==> src/verilog/hv_meas_pkg.sv <==
package hv_meas_pkg;

   // operating modes handed in by the mode controller
   typedef enum logic [2:0] {
      MODE_INIT,
      MODE_NORMAL,
      MODE_STOP,
      MODE_SLEEP,
      MODE_RESTART,
      MODE_FAIL_SAFE
   } mode_t;

   // register byte offsets
   localparam logic [7:0] OFS_CTRL     = 8'h00;
   localparam logic [7:0] OFS_GPIO     = 8'h04;
   localparam logic [7:0] OFS_WAKE_CFG = 8'h08;
   localparam logic [7:0] OFS_STAT_LO  = 8'h0c;
   localparam logic [7:0] OFS_STAT_HI  = 8'h10;
   localparam logic [7:0] OFS_LVL      = 8'h14;
   localparam logic [7:0] OFS_IRQ_STAT = 8'h18;
   localparam logic [7:0] OFS_IRQ_EN   = 8'h1c;
   localparam logic [7:0] OFS_IRQ_CLR  = 8'h20;
   localparam logic [7:0] OFS_STATUS   = 8'h24;

   // field positions
   localparam int CTRL_MEAS_BIT  = 0;
   localparam int CTRL_FOT_BIT   = 1;
   localparam int WCFG_HVWK_BIT  = 4;
   localparam int IRQ_FAIL_BIT   = 0;
   localparam int IRQ_HVWK_BIT   = 1;
   localparam int IRQ_GPWK_BIT   = 2;

   // fail/general-purpose pin function codes
   localparam logic [2:0] GPIO_OFF  = 3'h0;
   localparam logic [2:0] GPIO_FO   = 3'h1;
   localparam logic [2:0] GPIO_WAKE = 3'h2;

   // reset values
   localparam logic [2:0] GPIO_RST = 3'h0;
   localparam logic [4:0] WCFG_RST = 5'h00;
   localparam logic [2:0] IRQ_RST  = 3'h0;

   // bus answers
   localparam logic [1:0] RESP_OKAY   = 2'h0;
   localparam logic [1:0] RESP_SLVERR = 2'h2;

endpackage

==> src/verilog/pin_ctl_if.sv <==
`timescale 1ns/1ps
// settings in, pin control decisions out
interface pin_ctl_if;
   import hv_meas_pkg::*;
   logic       meas_en;   // measurement path enabled
   mode_t      mode;      // current operating mode
   logic [2:0] gpio_cfg;  // pin function
   logic [3:0] pull_cfg;  // hv up, hv down, gp up, gp down
   logic       hv_hv_wake_enable;  // hv wake enable bit
   logic       fo_test;   // fail output test bit
   logic       hv_in;     // hv wake pin level
   logic       gp_in;     // shared pin level
   logic       sw;        // switch close request
   logic [3:0] pulls;     // effective pulls
   logic       fo;        // fail output drive
   logic       hv_armed;  // hv wake source live
   logic       gp_armed;  // shared pin wake live
   logic       hv_lvl;    // gated hv level
   logic       gp_lvl;    // gated shared pin level
   logic       gated;     // inputs gated

   modport core (output meas_en, mode, gpio_cfg, pull_cfg, hv_hv_wake_enable,
                 fo_test, hv_in, gp_in,
                 input sw, pulls, fo, hv_armed, gp_armed, hv_lvl,
                 gp_lvl, gated);
   modport gate (input meas_en, mode, gpio_cfg, pull_cfg, hv_hv_wake_enable,
                 fo_test, hv_in, gp_in,
                 output sw, pulls, fo, hv_armed, gp_armed, hv_lvl,
                 gp_lvl, gated);
endinterface

==> src/verilog/hv_measure_path_control.sv <==
// The AXI4-Lite interface to the registers and the placing of the registers were decided locally.
`timescale 1ns/1ps
module hv_measure_path_control
   import hv_meas_pkg::*;
(
   input  wire logic        aclk,            // 100 MHz clock
   input  wire logic        aresetn,         // sync reset, low
   input  wire logic [7:0]  s_axi_awaddr,    // write address
   input  wire logic        s_axi_awvalid,   // write address valid
   output logic             s_axi_awready,   // write address ready
   input  wire logic [31:0] s_axi_wdata,     // write data
   input  wire logic [3:0]  s_axi_wstrb,     // byte enables
   input  wire logic        s_axi_wvalid,    // write data valid
   output logic             s_axi_wready,    // write data ready
   output logic [1:0]       s_axi_bresp,     // write response
   output logic             s_axi_bvalid,    // write response valid
   input  wire logic        s_axi_bready,    // write response ready
   input  wire logic [7:0]  s_axi_araddr,    // read address
   input  wire logic        s_axi_arvalid,   // read address valid
   output logic             s_axi_arready,   // read address ready
   output logic [31:0]      s_axi_rdata,     // read data
   output logic [1:0]       s_axi_rresp,     // read response
   output logic             s_axi_rvalid,    // read data valid
   input  wire logic        s_axi_rready,    // read data ready
   input  mode_t            op_mode,         // from mode controller
   input  wire logic        sleep_cmd,       // sleep request pulse
   input  wire logic        other_wake_src,  // any other wake source set
   input  wire logic        hv_wake_input,   // hv wake pin level
   input  wire logic        fail_gp_pin,     // shared pin level
   output logic             measure_switch,  // routing switch closed
   output logic [3:0]       pull_en,         // hv up/down, gp up/down
   output logic             inputs_gated,    // pin inputs gated
   output logic             fail_output,     // fail output drive
   output logic             hv_wake_armed,   // hv wake source live
   output logic             gp_wake_armed,   // shared pin wake live
   output logic             restart_req,     // go to restart, pulse
   output logic             irq              // enabled status pending
);

   pin_ctl_if pc ();

   logic        meas_en_r;     // measure_enable
   logic        fo_test_r;     // fail_output_test
   logic [2:0]  gpio_cfg_r;    // gpio_config
   logic [4:0]  wake_cfg_r;    // pulls + hv_wake_enable
   logic        stat_lo_r;     // wake_status_low
   logic        stat_hi_r;     // wake_status_high
   logic [1:0]  lvl_r;         // wake_level_status
   logic [2:0]  irq_stat_r;
   logic [2:0]  irq_en_r;
   logic        aw_got_r;
   logic        w_got_r;
   logic [7:0]  awaddr_r;
   logic [31:0] wdata_r;
   logic [3:0]  wstrb_r;
   logic        wr_go;
   logic        wr_lane0;
   logic        wr_ctrl;
   logic        wr_gpio;
   logic        wr_wcfg;
   logic        wr_stlo;
   logic        wr_sthi;
   logic        wr_clr;
   logic        wr_en;
   logic        wr_map;
   logic        en_refused;
   logic        gpio_fail;
   logic        sleep_fail;
   logic        hv_evt;
   logic        gp_evt;
   logic [2:0]  irq_set;
   logic [31:0] rd_nxt;
   logic        rd_map;

   ////////////////////////////////////////////////////////////////////
   // pin gating decisions
   assign pc.meas_en  = meas_en_r;
   assign pc.mode     = op_mode;
   assign pc.gpio_cfg = gpio_cfg_r;
   assign pc.pull_cfg = wake_cfg_r[3:0];
   assign pc.hv_hv_wake_enable = wake_cfg_r[WCFG_HVWK_BIT];
   assign pc.fo_test  = fo_test_r;
   assign pc.hv_in    = hv_wake_input;
   assign pc.gp_in    = fail_gp_pin;

   pin_gate u_gate (
      .p (pc.gate)
   );

   ////////////////////////////////////////////////////////////////////
   // write channel: address and data taken in either order
   assign wr_go    = aw_got_r & w_got_r & ~s_axi_bvalid;
   assign wr_lane0 = wr_go & wstrb_r[0];
   assign wr_ctrl  = wr_lane0 & (awaddr_r == OFS_CTRL);
   assign wr_gpio  = wr_lane0 & (awaddr_r == OFS_GPIO);
   assign wr_wcfg  = wr_lane0 & (awaddr_r == OFS_WAKE_CFG);
   assign wr_stlo  = wr_lane0 & (awaddr_r == OFS_STAT_LO);
   assign wr_sthi  = wr_lane0 & (awaddr_r == OFS_STAT_HI);
   assign wr_clr   = wr_lane0 & (awaddr_r == OFS_IRQ_CLR);
   assign wr_en    = wr_lane0 & (awaddr_r == OFS_IRQ_EN);
   assign wr_map   = (awaddr_r <= OFS_STATUS) & (awaddr_r[1:0] == 2'h0);

   // ready drops after each capture so a held valid is not taken twice
   always_ff @(posedge aclk) begin
      if (!aresetn) begin
         s_axi_awready <= 1'b0;
         s_axi_wready  <= 1'b0;
         aw_got_r      <= 1'b0;
         w_got_r       <= 1'b0;
         awaddr_r      <= 8'h00;
         wdata_r       <= 32'h0000_0000;
         wstrb_r       <= 4'h0;
         s_axi_bvalid  <= 1'b0;
         s_axi_bresp   <= RESP_OKAY;
      end else begin
         s_axi_awready <= ~aw_got_r & ~(s_axi_awvalid & s_axi_awready);
         s_axi_wready  <= ~w_got_r & ~(s_axi_wvalid & s_axi_wready);
         if (s_axi_awvalid && s_axi_awready) begin
            aw_got_r <= 1'b1;
            awaddr_r <= s_axi_awaddr;
         end
         if (s_axi_wvalid && s_axi_wready) begin
            w_got_r <= 1'b1;
            wdata_r <= s_axi_wdata;
            wstrb_r <= s_axi_wstrb;
         end
         if (wr_go) begin
            s_axi_bvalid <= 1'b1;
            s_axi_bresp  <= wr_map ? RESP_OKAY : RESP_SLVERR;
         end else if (s_axi_bvalid && s_axi_bready) begin
            s_axi_bvalid <= 1'b0;
            aw_got_r     <= 1'b0;
            w_got_r      <= 1'b0;
         end
      end
   end

   ////////////////////////////////////////////////////////////////////
   // configuration registers; pin configs always stored
   assign en_refused = wr_ctrl & wdata_r[CTRL_MEAS_BIT] & ~meas_en_r
                       & (gpio_cfg_r != GPIO_OFF);
   assign gpio_fail  = wr_gpio & meas_en_r & (wdata_r[2:0] != gpio_cfg_r);

   always_ff @(posedge aclk) begin
      if (!aresetn) begin
         meas_en_r  <= 1'b0;
         fo_test_r  <= 1'b0;
         gpio_cfg_r <= GPIO_RST;
         wake_cfg_r <= WCFG_RST;
      end else begin
         // mode changes never touch the enable bit
         if (wr_ctrl && !en_refused) begin
            meas_en_r <= wdata_r[CTRL_MEAS_BIT];
         end
         if (wr_ctrl) begin
            fo_test_r <= wdata_r[CTRL_FOT_BIT];
         end
         if (wr_gpio) begin
            gpio_cfg_r <= wdata_r[2:0];
         end
         if (wr_wcfg) begin
            wake_cfg_r <= wdata_r[4:0];
         end
      end
   end

   ////////////////////////////////////////////////////////////////////
   // pin outputs, one register stage behind mode and enable
   always_ff @(posedge aclk) begin
      if (!aresetn) begin
         measure_switch <= 1'b0;
         pull_en        <= 4'h0;
         inputs_gated   <= 1'b0;
         fail_output    <= 1'b0;
         hv_wake_armed  <= 1'b0;
         gp_wake_armed  <= 1'b0;
      end else begin
         measure_switch <= pc.sw;
         pull_en        <= pc.pulls;
         inputs_gated   <= pc.gated;
         fail_output    <= pc.fo;
         hv_wake_armed  <= pc.hv_armed;
         gp_wake_armed  <= pc.gp_armed;
      end
   end

   ////////////////////////////////////////////////////////////////////
   // wake and level status; gated levels freeze while measuring
   assign hv_evt = pc.hv_armed & pc.hv_lvl & ~lvl_r[0];
   assign gp_evt = pc.gp_armed & pc.gp_lvl & ~lvl_r[1];

   // write-one clears, a same-cycle event wins over the clear
   always_ff @(posedge aclk) begin
      if (!aresetn) begin
         lvl_r     <= 2'h0;
         stat_lo_r <= 1'b0;
         stat_hi_r <= 1'b0;
      end else begin
         if (!meas_en_r) begin
            lvl_r <= {pc.gp_lvl, pc.hv_lvl};
         end
         stat_lo_r <= hv_evt | (stat_lo_r & ~(wr_stlo & wdata_r[0]));
         stat_hi_r <= gp_evt | (stat_hi_r & ~(wr_sthi & wdata_r[0]));
      end
   end

   ////////////////////////////////////////////////////////////////////
   // sleep refusal and the interrupt status
   assign sleep_fail = sleep_cmd & meas_en_r & ~other_wake_src;
   assign irq_set    = {gp_evt, hv_evt, en_refused | gpio_fail | sleep_fail};

   always_ff @(posedge aclk) begin
      if (!aresetn) begin
         restart_req <= 1'b0;
         irq_stat_r  <= IRQ_RST;
         irq_en_r    <= IRQ_RST;
         irq         <= 1'b0;
      end else begin
         restart_req <= sleep_fail;
         // fail flag covers refused enable, pin config and sleep
         irq_stat_r  <= irq_set | (irq_stat_r & ~({3{wr_clr}}
                        & wdata_r[2:0]));
         if (wr_en) begin
            irq_en_r <= wdata_r[2:0];
         end
         irq <= |(irq_stat_r & irq_en_r);
      end
   end

   ////////////////////////////////////////////////////////////////////
   // read channel, answer one cycle after the address is taken
   always_comb begin
      rd_nxt = 32'h0000_0000;
      rd_map = 1'b1;
      unique case (s_axi_araddr)
         OFS_CTRL:     rd_nxt[1:0] = {fo_test_r, meas_en_r};
         OFS_GPIO:     rd_nxt[2:0] = gpio_cfg_r;
         OFS_WAKE_CFG: rd_nxt[4:0] = wake_cfg_r;
         OFS_STAT_LO:  rd_nxt[0]   = stat_lo_r;
         OFS_STAT_HI:  rd_nxt[0]   = stat_hi_r;
         OFS_LVL:      rd_nxt[1:0] = lvl_r;
         OFS_IRQ_STAT: rd_nxt[2:0] = irq_stat_r;
         OFS_IRQ_EN:   rd_nxt[2:0] = irq_en_r;
         OFS_IRQ_CLR:  rd_nxt      = 32'h0000_0000;
         OFS_STATUS:   rd_nxt[2:0] = {inputs_gated, restart_req,
                                      measure_switch};
         default:      rd_map      = 1'b0;
      endcase
   end

   always_ff @(posedge aclk) begin
      if (!aresetn) begin
         s_axi_arready <= 1'b0;
         s_axi_rvalid  <= 1'b0;
         s_axi_rdata   <= 32'h0000_0000;
         s_axi_rresp   <= RESP_OKAY;
      end else begin
         if (s_axi_arvalid && s_axi_arready) begin
            s_axi_arready <= 1'b0;
            s_axi_rvalid  <= 1'b1;
            s_axi_rdata   <= rd_nxt;
            s_axi_rresp   <= rd_map ? RESP_OKAY : RESP_SLVERR;
         end else if (s_axi_rvalid && s_axi_rready) begin
            s_axi_rvalid  <= 1'b0;
            s_axi_arready <= 1'b1;
         end else if (!s_axi_rvalid) begin
            s_axi_arready <= 1'b1;
         end
      end
   end

   ////////////////////////////////////////////////////////////////////
   // checks
   a_reset_idle: assert property (@(posedge aclk)
      !aresetn |=> !meas_en_r && !measure_switch && pull_en == 4'h0)
      else $error("path not idle after reset");

   a_switch_closes: assert property (@(posedge aclk)
      disable iff (!aresetn)
      (meas_en_r && op_mode == MODE_NORMAL) |=> measure_switch)
      else $error("switch not closed in normal mode");

   a_switch_opens: assert property (@(posedge aclk)
      disable iff (!aresetn)
      (op_mode != MODE_NORMAL || !meas_en_r) |=> !measure_switch)
      else $error("switch closed outside normal mode");

   a_enable_kept: assert property (@(posedge aclk)
      disable iff (!aresetn)
      (meas_en_r && op_mode != MODE_NORMAL && !wr_ctrl) |=> meas_en_r)
      else $error("enable lost on mode change");

   a_pulls_off: assert property (@(posedge aclk)
      disable iff (!aresetn)
      meas_en_r |=> pull_en == 4'h0 && inputs_gated && !fail_output)
      else $error("pin still active while measuring");

   a_level_frozen: assert property (@(posedge aclk)
      disable iff (!aresetn)
      meas_en_r |=> $stable(lvl_r) && !hv_wake_armed && !gp_wake_armed)
      else $error("level status moved while measuring");

   a_sleep_restart: assert property (@(posedge aclk)
      disable iff (!aresetn)
      sleep_fail |=> restart_req && irq_stat_r[IRQ_FAIL_BIT])
      else $error("sleep not refused");

   a_gpio_fail: assert property (@(posedge aclk)
      disable iff (!aresetn)
      gpio_fail |=> irq_stat_r[IRQ_FAIL_BIT]
                    && gpio_cfg_r == $past(wdata_r[2:0]))
      else $error("pin config write not flagged");

   a_enable_refused: assert property (@(posedge aclk)
      disable iff (!aresetn)
      en_refused |=> !meas_en_r && irq_stat_r[IRQ_FAIL_BIT])
      else $error("enable not refused");

   a_failsafe_wake: assert property (@(posedge aclk)
      disable iff (!aresetn)
      (op_mode == MODE_FAIL_SAFE && !meas_en_r) |=> hv_wake_armed)
      else $error("hv wake not armed in fail-safe");

endmodule // hv_measure_path_control

==> src/verilog/pin_gate.sv <==
`timescale 1ns/1ps
module pin_gate
   import hv_meas_pkg::*;
(
   pin_ctl_if.gate p  // settings in, decisions out
);

   logic normal;
   logic fsafe;

   assign normal = (p.mode == MODE_NORMAL);
   assign fsafe  = (p.mode == MODE_FAIL_SAFE);

   // switch closes only in normal mode; fail-safe keeps config, opens
   assign p.sw = p.meas_en & normal;

   // pulls and inputs dead while measuring; stored config is ignored
   assign p.pulls  = p.meas_en ? 4'h0 : p.pull_cfg;
   assign p.gated  = p.meas_en;
   assign p.hv_lvl = p.hv_in & ~p.meas_en;
   assign p.gp_lvl = p.gp_in & ~p.meas_en;

   // fail output and its test lose the pin to the measurement
   assign p.fo = ~p.meas_en & (p.gpio_cfg == GPIO_FO)
                 & (fsafe | p.fo_test);

   // wake enables stay stored but have no effect while measuring; fail-safe forces hv wake while the path is disabled
   assign p.hv_armed = ~p.meas_en & (p.hv_hv_wake_enable | fsafe);
   assign p.gp_armed = ~p.meas_en & (p.gpio_cfg == GPIO_WAKE);

endmodule // pin_gate
==> config.mk <==
export PLATFORM = sky130hd
export DESIGN_NAME = hv_measure_path_control
export DESIGN_NICKNAME = d
export VERILOG_FILES = /design/src/verilog/hv_meas_pkg.sv /design/src/verilog/pin_ctl_if.sv /design/src/verilog/hv_measure_path_control.sv /design/src/verilog/pin_gate.sv
export SDC_FILE = /design/constraint.sdc
export NUM_CORES = 1
export LEC_CHECK = 0
export ABC_CLOCK_PERIOD_IN_PS = 4900
export BUFFER_PORTS_ARGS = -buffer_cell sky130_fd_sc_hd__buf_4
export CAP_MARGIN = 20
export CORE_ASPECT_RATIO = 2
export CORE_MARGIN = 2
export CORE_UTILIZATION = 45
export DETAILED_ROUTE_END_ITERATION = 7
export PLACE_DENSITY_LB_ADDON = 0.1
export SYNTH_ARGS = -nofsm -noshare
export SYNTH_HDL_FRONTEND = slang
export SYNTH_HIERARCHICAL = 1
export SYNTH_SLANG_ARGS = --single-unit
export TNS_END_PERCENT = 100
==> constraint.sdc <==
create_clock -name aclk -period 4.9 [get_ports aclk]
set_input_delay 0.98 -clock aclk [delete_from_list [all_inputs] [get_ports aclk]]
set_output_delay 0.98 -clock aclk [all_outputs]
set_load 0.03 [all_outputs]
==> impl_metrics.ini <==
[place]
io_buffers = 58
place_congestion = 0.815
pre_cts_ws_ps = 2430
place_hpwl_um = 4950
dpl_cell_area_um2 = 3220

[hold_path]
whs_path_depth = 2
min_from = wdata_r[4]
hold_class = reg2reg
whs_endpoint = wdata_r[4]

[worst_setup_path]
r2r_end = s_axi_rdata[0]
r2r_slack_ps = 2910
cp_slowest_cell = or4_4
cp-start-kind = input pin
path_cells = buf_4, or4_4, a2111oi_0, a31oi_1, o21ai_1
critPathKind = in2reg
worstPathRequired_ps = 5160
cp_top_family = compound AO/OA/AOI/OAI gates
crit_arrival_ps = 2430
end_kind = flop
rr_worst_depth = 4
r2r_start = meas_en_r
worst-path-max-fanout = 5
worst-path-buf-inv = 1
slowest_delay_ps = 560
critPathLaunch = s_axi_araddr[7]

[synthesis]
synth_area_um2 = 2870
synth_edf_count = 0
ys_ff_latch = 59
async_reset_ff_share_pct = 0
avgSynthCellArea_um2 = 8.67
yosysTopAreaCellShare_pct = 41.2
synth_area_leaders = dfxtp_1 (41%), buf_4 (8.1%), mux2i_1 (6.6%), nand2_1 (5.4%), a21oi_1 (3.7%)
synth.distinct_cells = 59
ys_warn_count = 6
synth-main-ff-cell = dfxtp_1
yosysTopAreaCell = dfxtp_1
synth-seq-area-share_pct = 41.2
syn_inst = 331

[grt]
grt_pass1_vias = 2323
antenna_found_initial = 0
grt_use_total_pct = 20.8
grt_pass1_wl_um = 10800
grt_max_degree = 34
overflow = 0

[detailed_routing]
routedWlPerCell_um = 14.3
antenna_left = 0
drtIter0Drc = 94
drc = 0
via_count = 2401
routed_wl_um = 6740
routed_via_density = 5.09
first_pass_iters = 4

[pwr]
power_leakage_nw = 1.48
power.density_nw_per_um2 = 342
p_total_mw = 1.20
ir_worst_vdd_mv = 0.244

[floorplan]
coreArea_um2 = 6260
initial_utilization_pct = 45.9
die_y_um = 117
die_area_um2 = 7070
die_w_um = 60.5
ios = 118
rows = 41

[finish]
seq_area_um2 = 1180
utilization_pct = 56.2
area_growth_pct = 22.6
drive_gt1_share_pct = 22.3
postLayoutCellArea_um2 = 3520
num_antenna_cells = 0
nNetsFinal = 447
fill_cells = 615
multiInputGateArea_um2 = 1470

[sta]
min_period_over_period_pct = 44.3
hold_viol = 0
layout_setup_ws_ps = 2730
fmax_mhz = 461
finalSetupTns_ps = 0
relSlewSlack_pct = 56.8
finalSetupViolCount = 0
tightest_slew_ps = 632
rsz0062_at_grt = false
finalClockSkew_ps = 5.17
min_period_ps = 2170
slew_violations = 0

[outcome]
run_status = finished, final reports clean

[clocking]
post_cts_buffers = 0
cts_hold_buf = 0
cts-root-buf = clkbuf_16
cts_tree = built
clk_latency_ps = 320
h-tree-depth = 3
cts_buffers = 9
cts.sinks = 59
cts_buffer_depth = 2
path_clk_slew_ps = 50
cts_resized = 0

[job]
cap_viol_max_count = 0
[per-layer routing]
layer  track usage (%)  vias to the layer above  routed length (um)
met5                 0                        -                   0
met4              11.6                        0                 216
met3              5.38                       18                 325
met2              38.4                       77                3730
met1              20.0                     1110                2470
li1                  -                     1196                   -
[worst max-delay path by stage]
| stage | end | cells after the start | slack, ps |
|---|---|---|---|
| 6_report | s_axi_rdata[0] | 5 | 2730 |
| 5_1_grt | s_axi_rdata[0] | 5 | 2660 |
| 4_1_cts | s_axi_rdata[0] | 5 | 2770 |
| 3_5_place_dp | s_axi_rdata[0] | 5 | 2430 |
| 3_3_place_gp | s_axi_rdata[0] | 5 | 2410 |
| 2_1_floorplan | s_axi_rdata[1] | 3 | 2690 |
[metrics by stage]
| step | cells | hold slack [ps] |
|---|---|---|
| after CTS | 471 | 458 |
| after global routing | 472 | 488 |
| after floorplan | 359 | 418 |
| final | 472 | 455 |
| after global placement | 455 | 446 |
| after detailed placement | 455 | 450 |
[area by class of cell]
cell class	instances	area share (%)
timing repair buffer	59	13.2
clock buffer	14	7.50
clock inverter	2	0.284
tap	86	3.06
multi-input combinational	245	41.7
inverter	7	0.747
sequential	59	33.6
[placed cells by master, fill, tap and decap left out, types with 2 or more instances in the layout]
cell type / netlist / final
nand4_1: 6 / 6
mux2_2: 2 / 2
buf_4: 31 / 58
and2b_1: 6 / 6
nor4b_1: 3 / 3
conb_1: 1 / 29
and3b_1: 2 / 2
xnor2_1: 3 / 3
nor3b_1: 2 / 2
nand3_1: 11 / 11
nand3b_1: 2 / 2
nor3_1: 5 / 5
nor4_1: 4 / 4
and2_1: 14 / 14
a31oi_1: 7 / 7
o21ai_0: 10 / 10
clkbuf_1: 12 / 3
o211ai_1: 2 / 2
a22oi_1: 2 / 2
clkbuf_16: 0 / 9
nand2_1: 41 / 41
o221ai_1: 2 / 2
dfxtp_1: 59 / 59
clkbuf_8: 0 / 2
a21oi_1: 21 / 21
clkinv_2: 0 / 2
mux2i_1: 19 / 19
nor2_1: 22 / 22
inv_1: 7 / 7
[flip-flops by register name (all words and copies together) (netlist names), 2 cells and up]
signal	flops
wdata_r	5
irq_stat_r	3
wake_cfg_r	5
s_axi_rdata	5
pull_en	4
awaddr_r	8
irq_en_r	3
gpio_cfg_r	3
lvl_r	2
[logic make-up (layout without fill, tap and decap cells)]
kind of cell              after synthesis  count (layout)  synth area share (%)
AOI/OAI and AO/OA                      56              56                  12.4
xor gates and xnor gates                3               3                 0.916
buffers and inverters                  55              82                  11.4
DFF                                    59              59                  41.2
muxes                                  21              21                  7.41
other                                   1              29                 0.131
and+or+nand+nor                       136             136                  26.6
[worst min-delay path, cell delays in order, from the launching register on]
cell and delay, ps:
dfxtp_1 300, nand2_1 50, a21oi_1 50
[cells in the mapped netlist (all sizes together), types with 3 or more instances]
master / instances
a21oi: 21
a31oi: 7
and2: 14
and2b: 6
buf: 34
clkbuf: 14
dfxtp: 59
inv: 7
mux2i: 19
nand2: 41
nand3: 12
nand4: 6
nor2: 23
nor3: 5
nor3b: 4
nor4: 4
nor4b: 4
o21ai: 11
xnor2: 3
[where the power goes]
group,switching (mW),internal [mW],leakage (nW)
Clock,0.203,0.368,0.137
Combinational,0.0808,0.0449,0.862
Sequential,0.0141,0.493,0.479
Total,0.298,0.906,1.48
(Power assumes the default switching activity.)
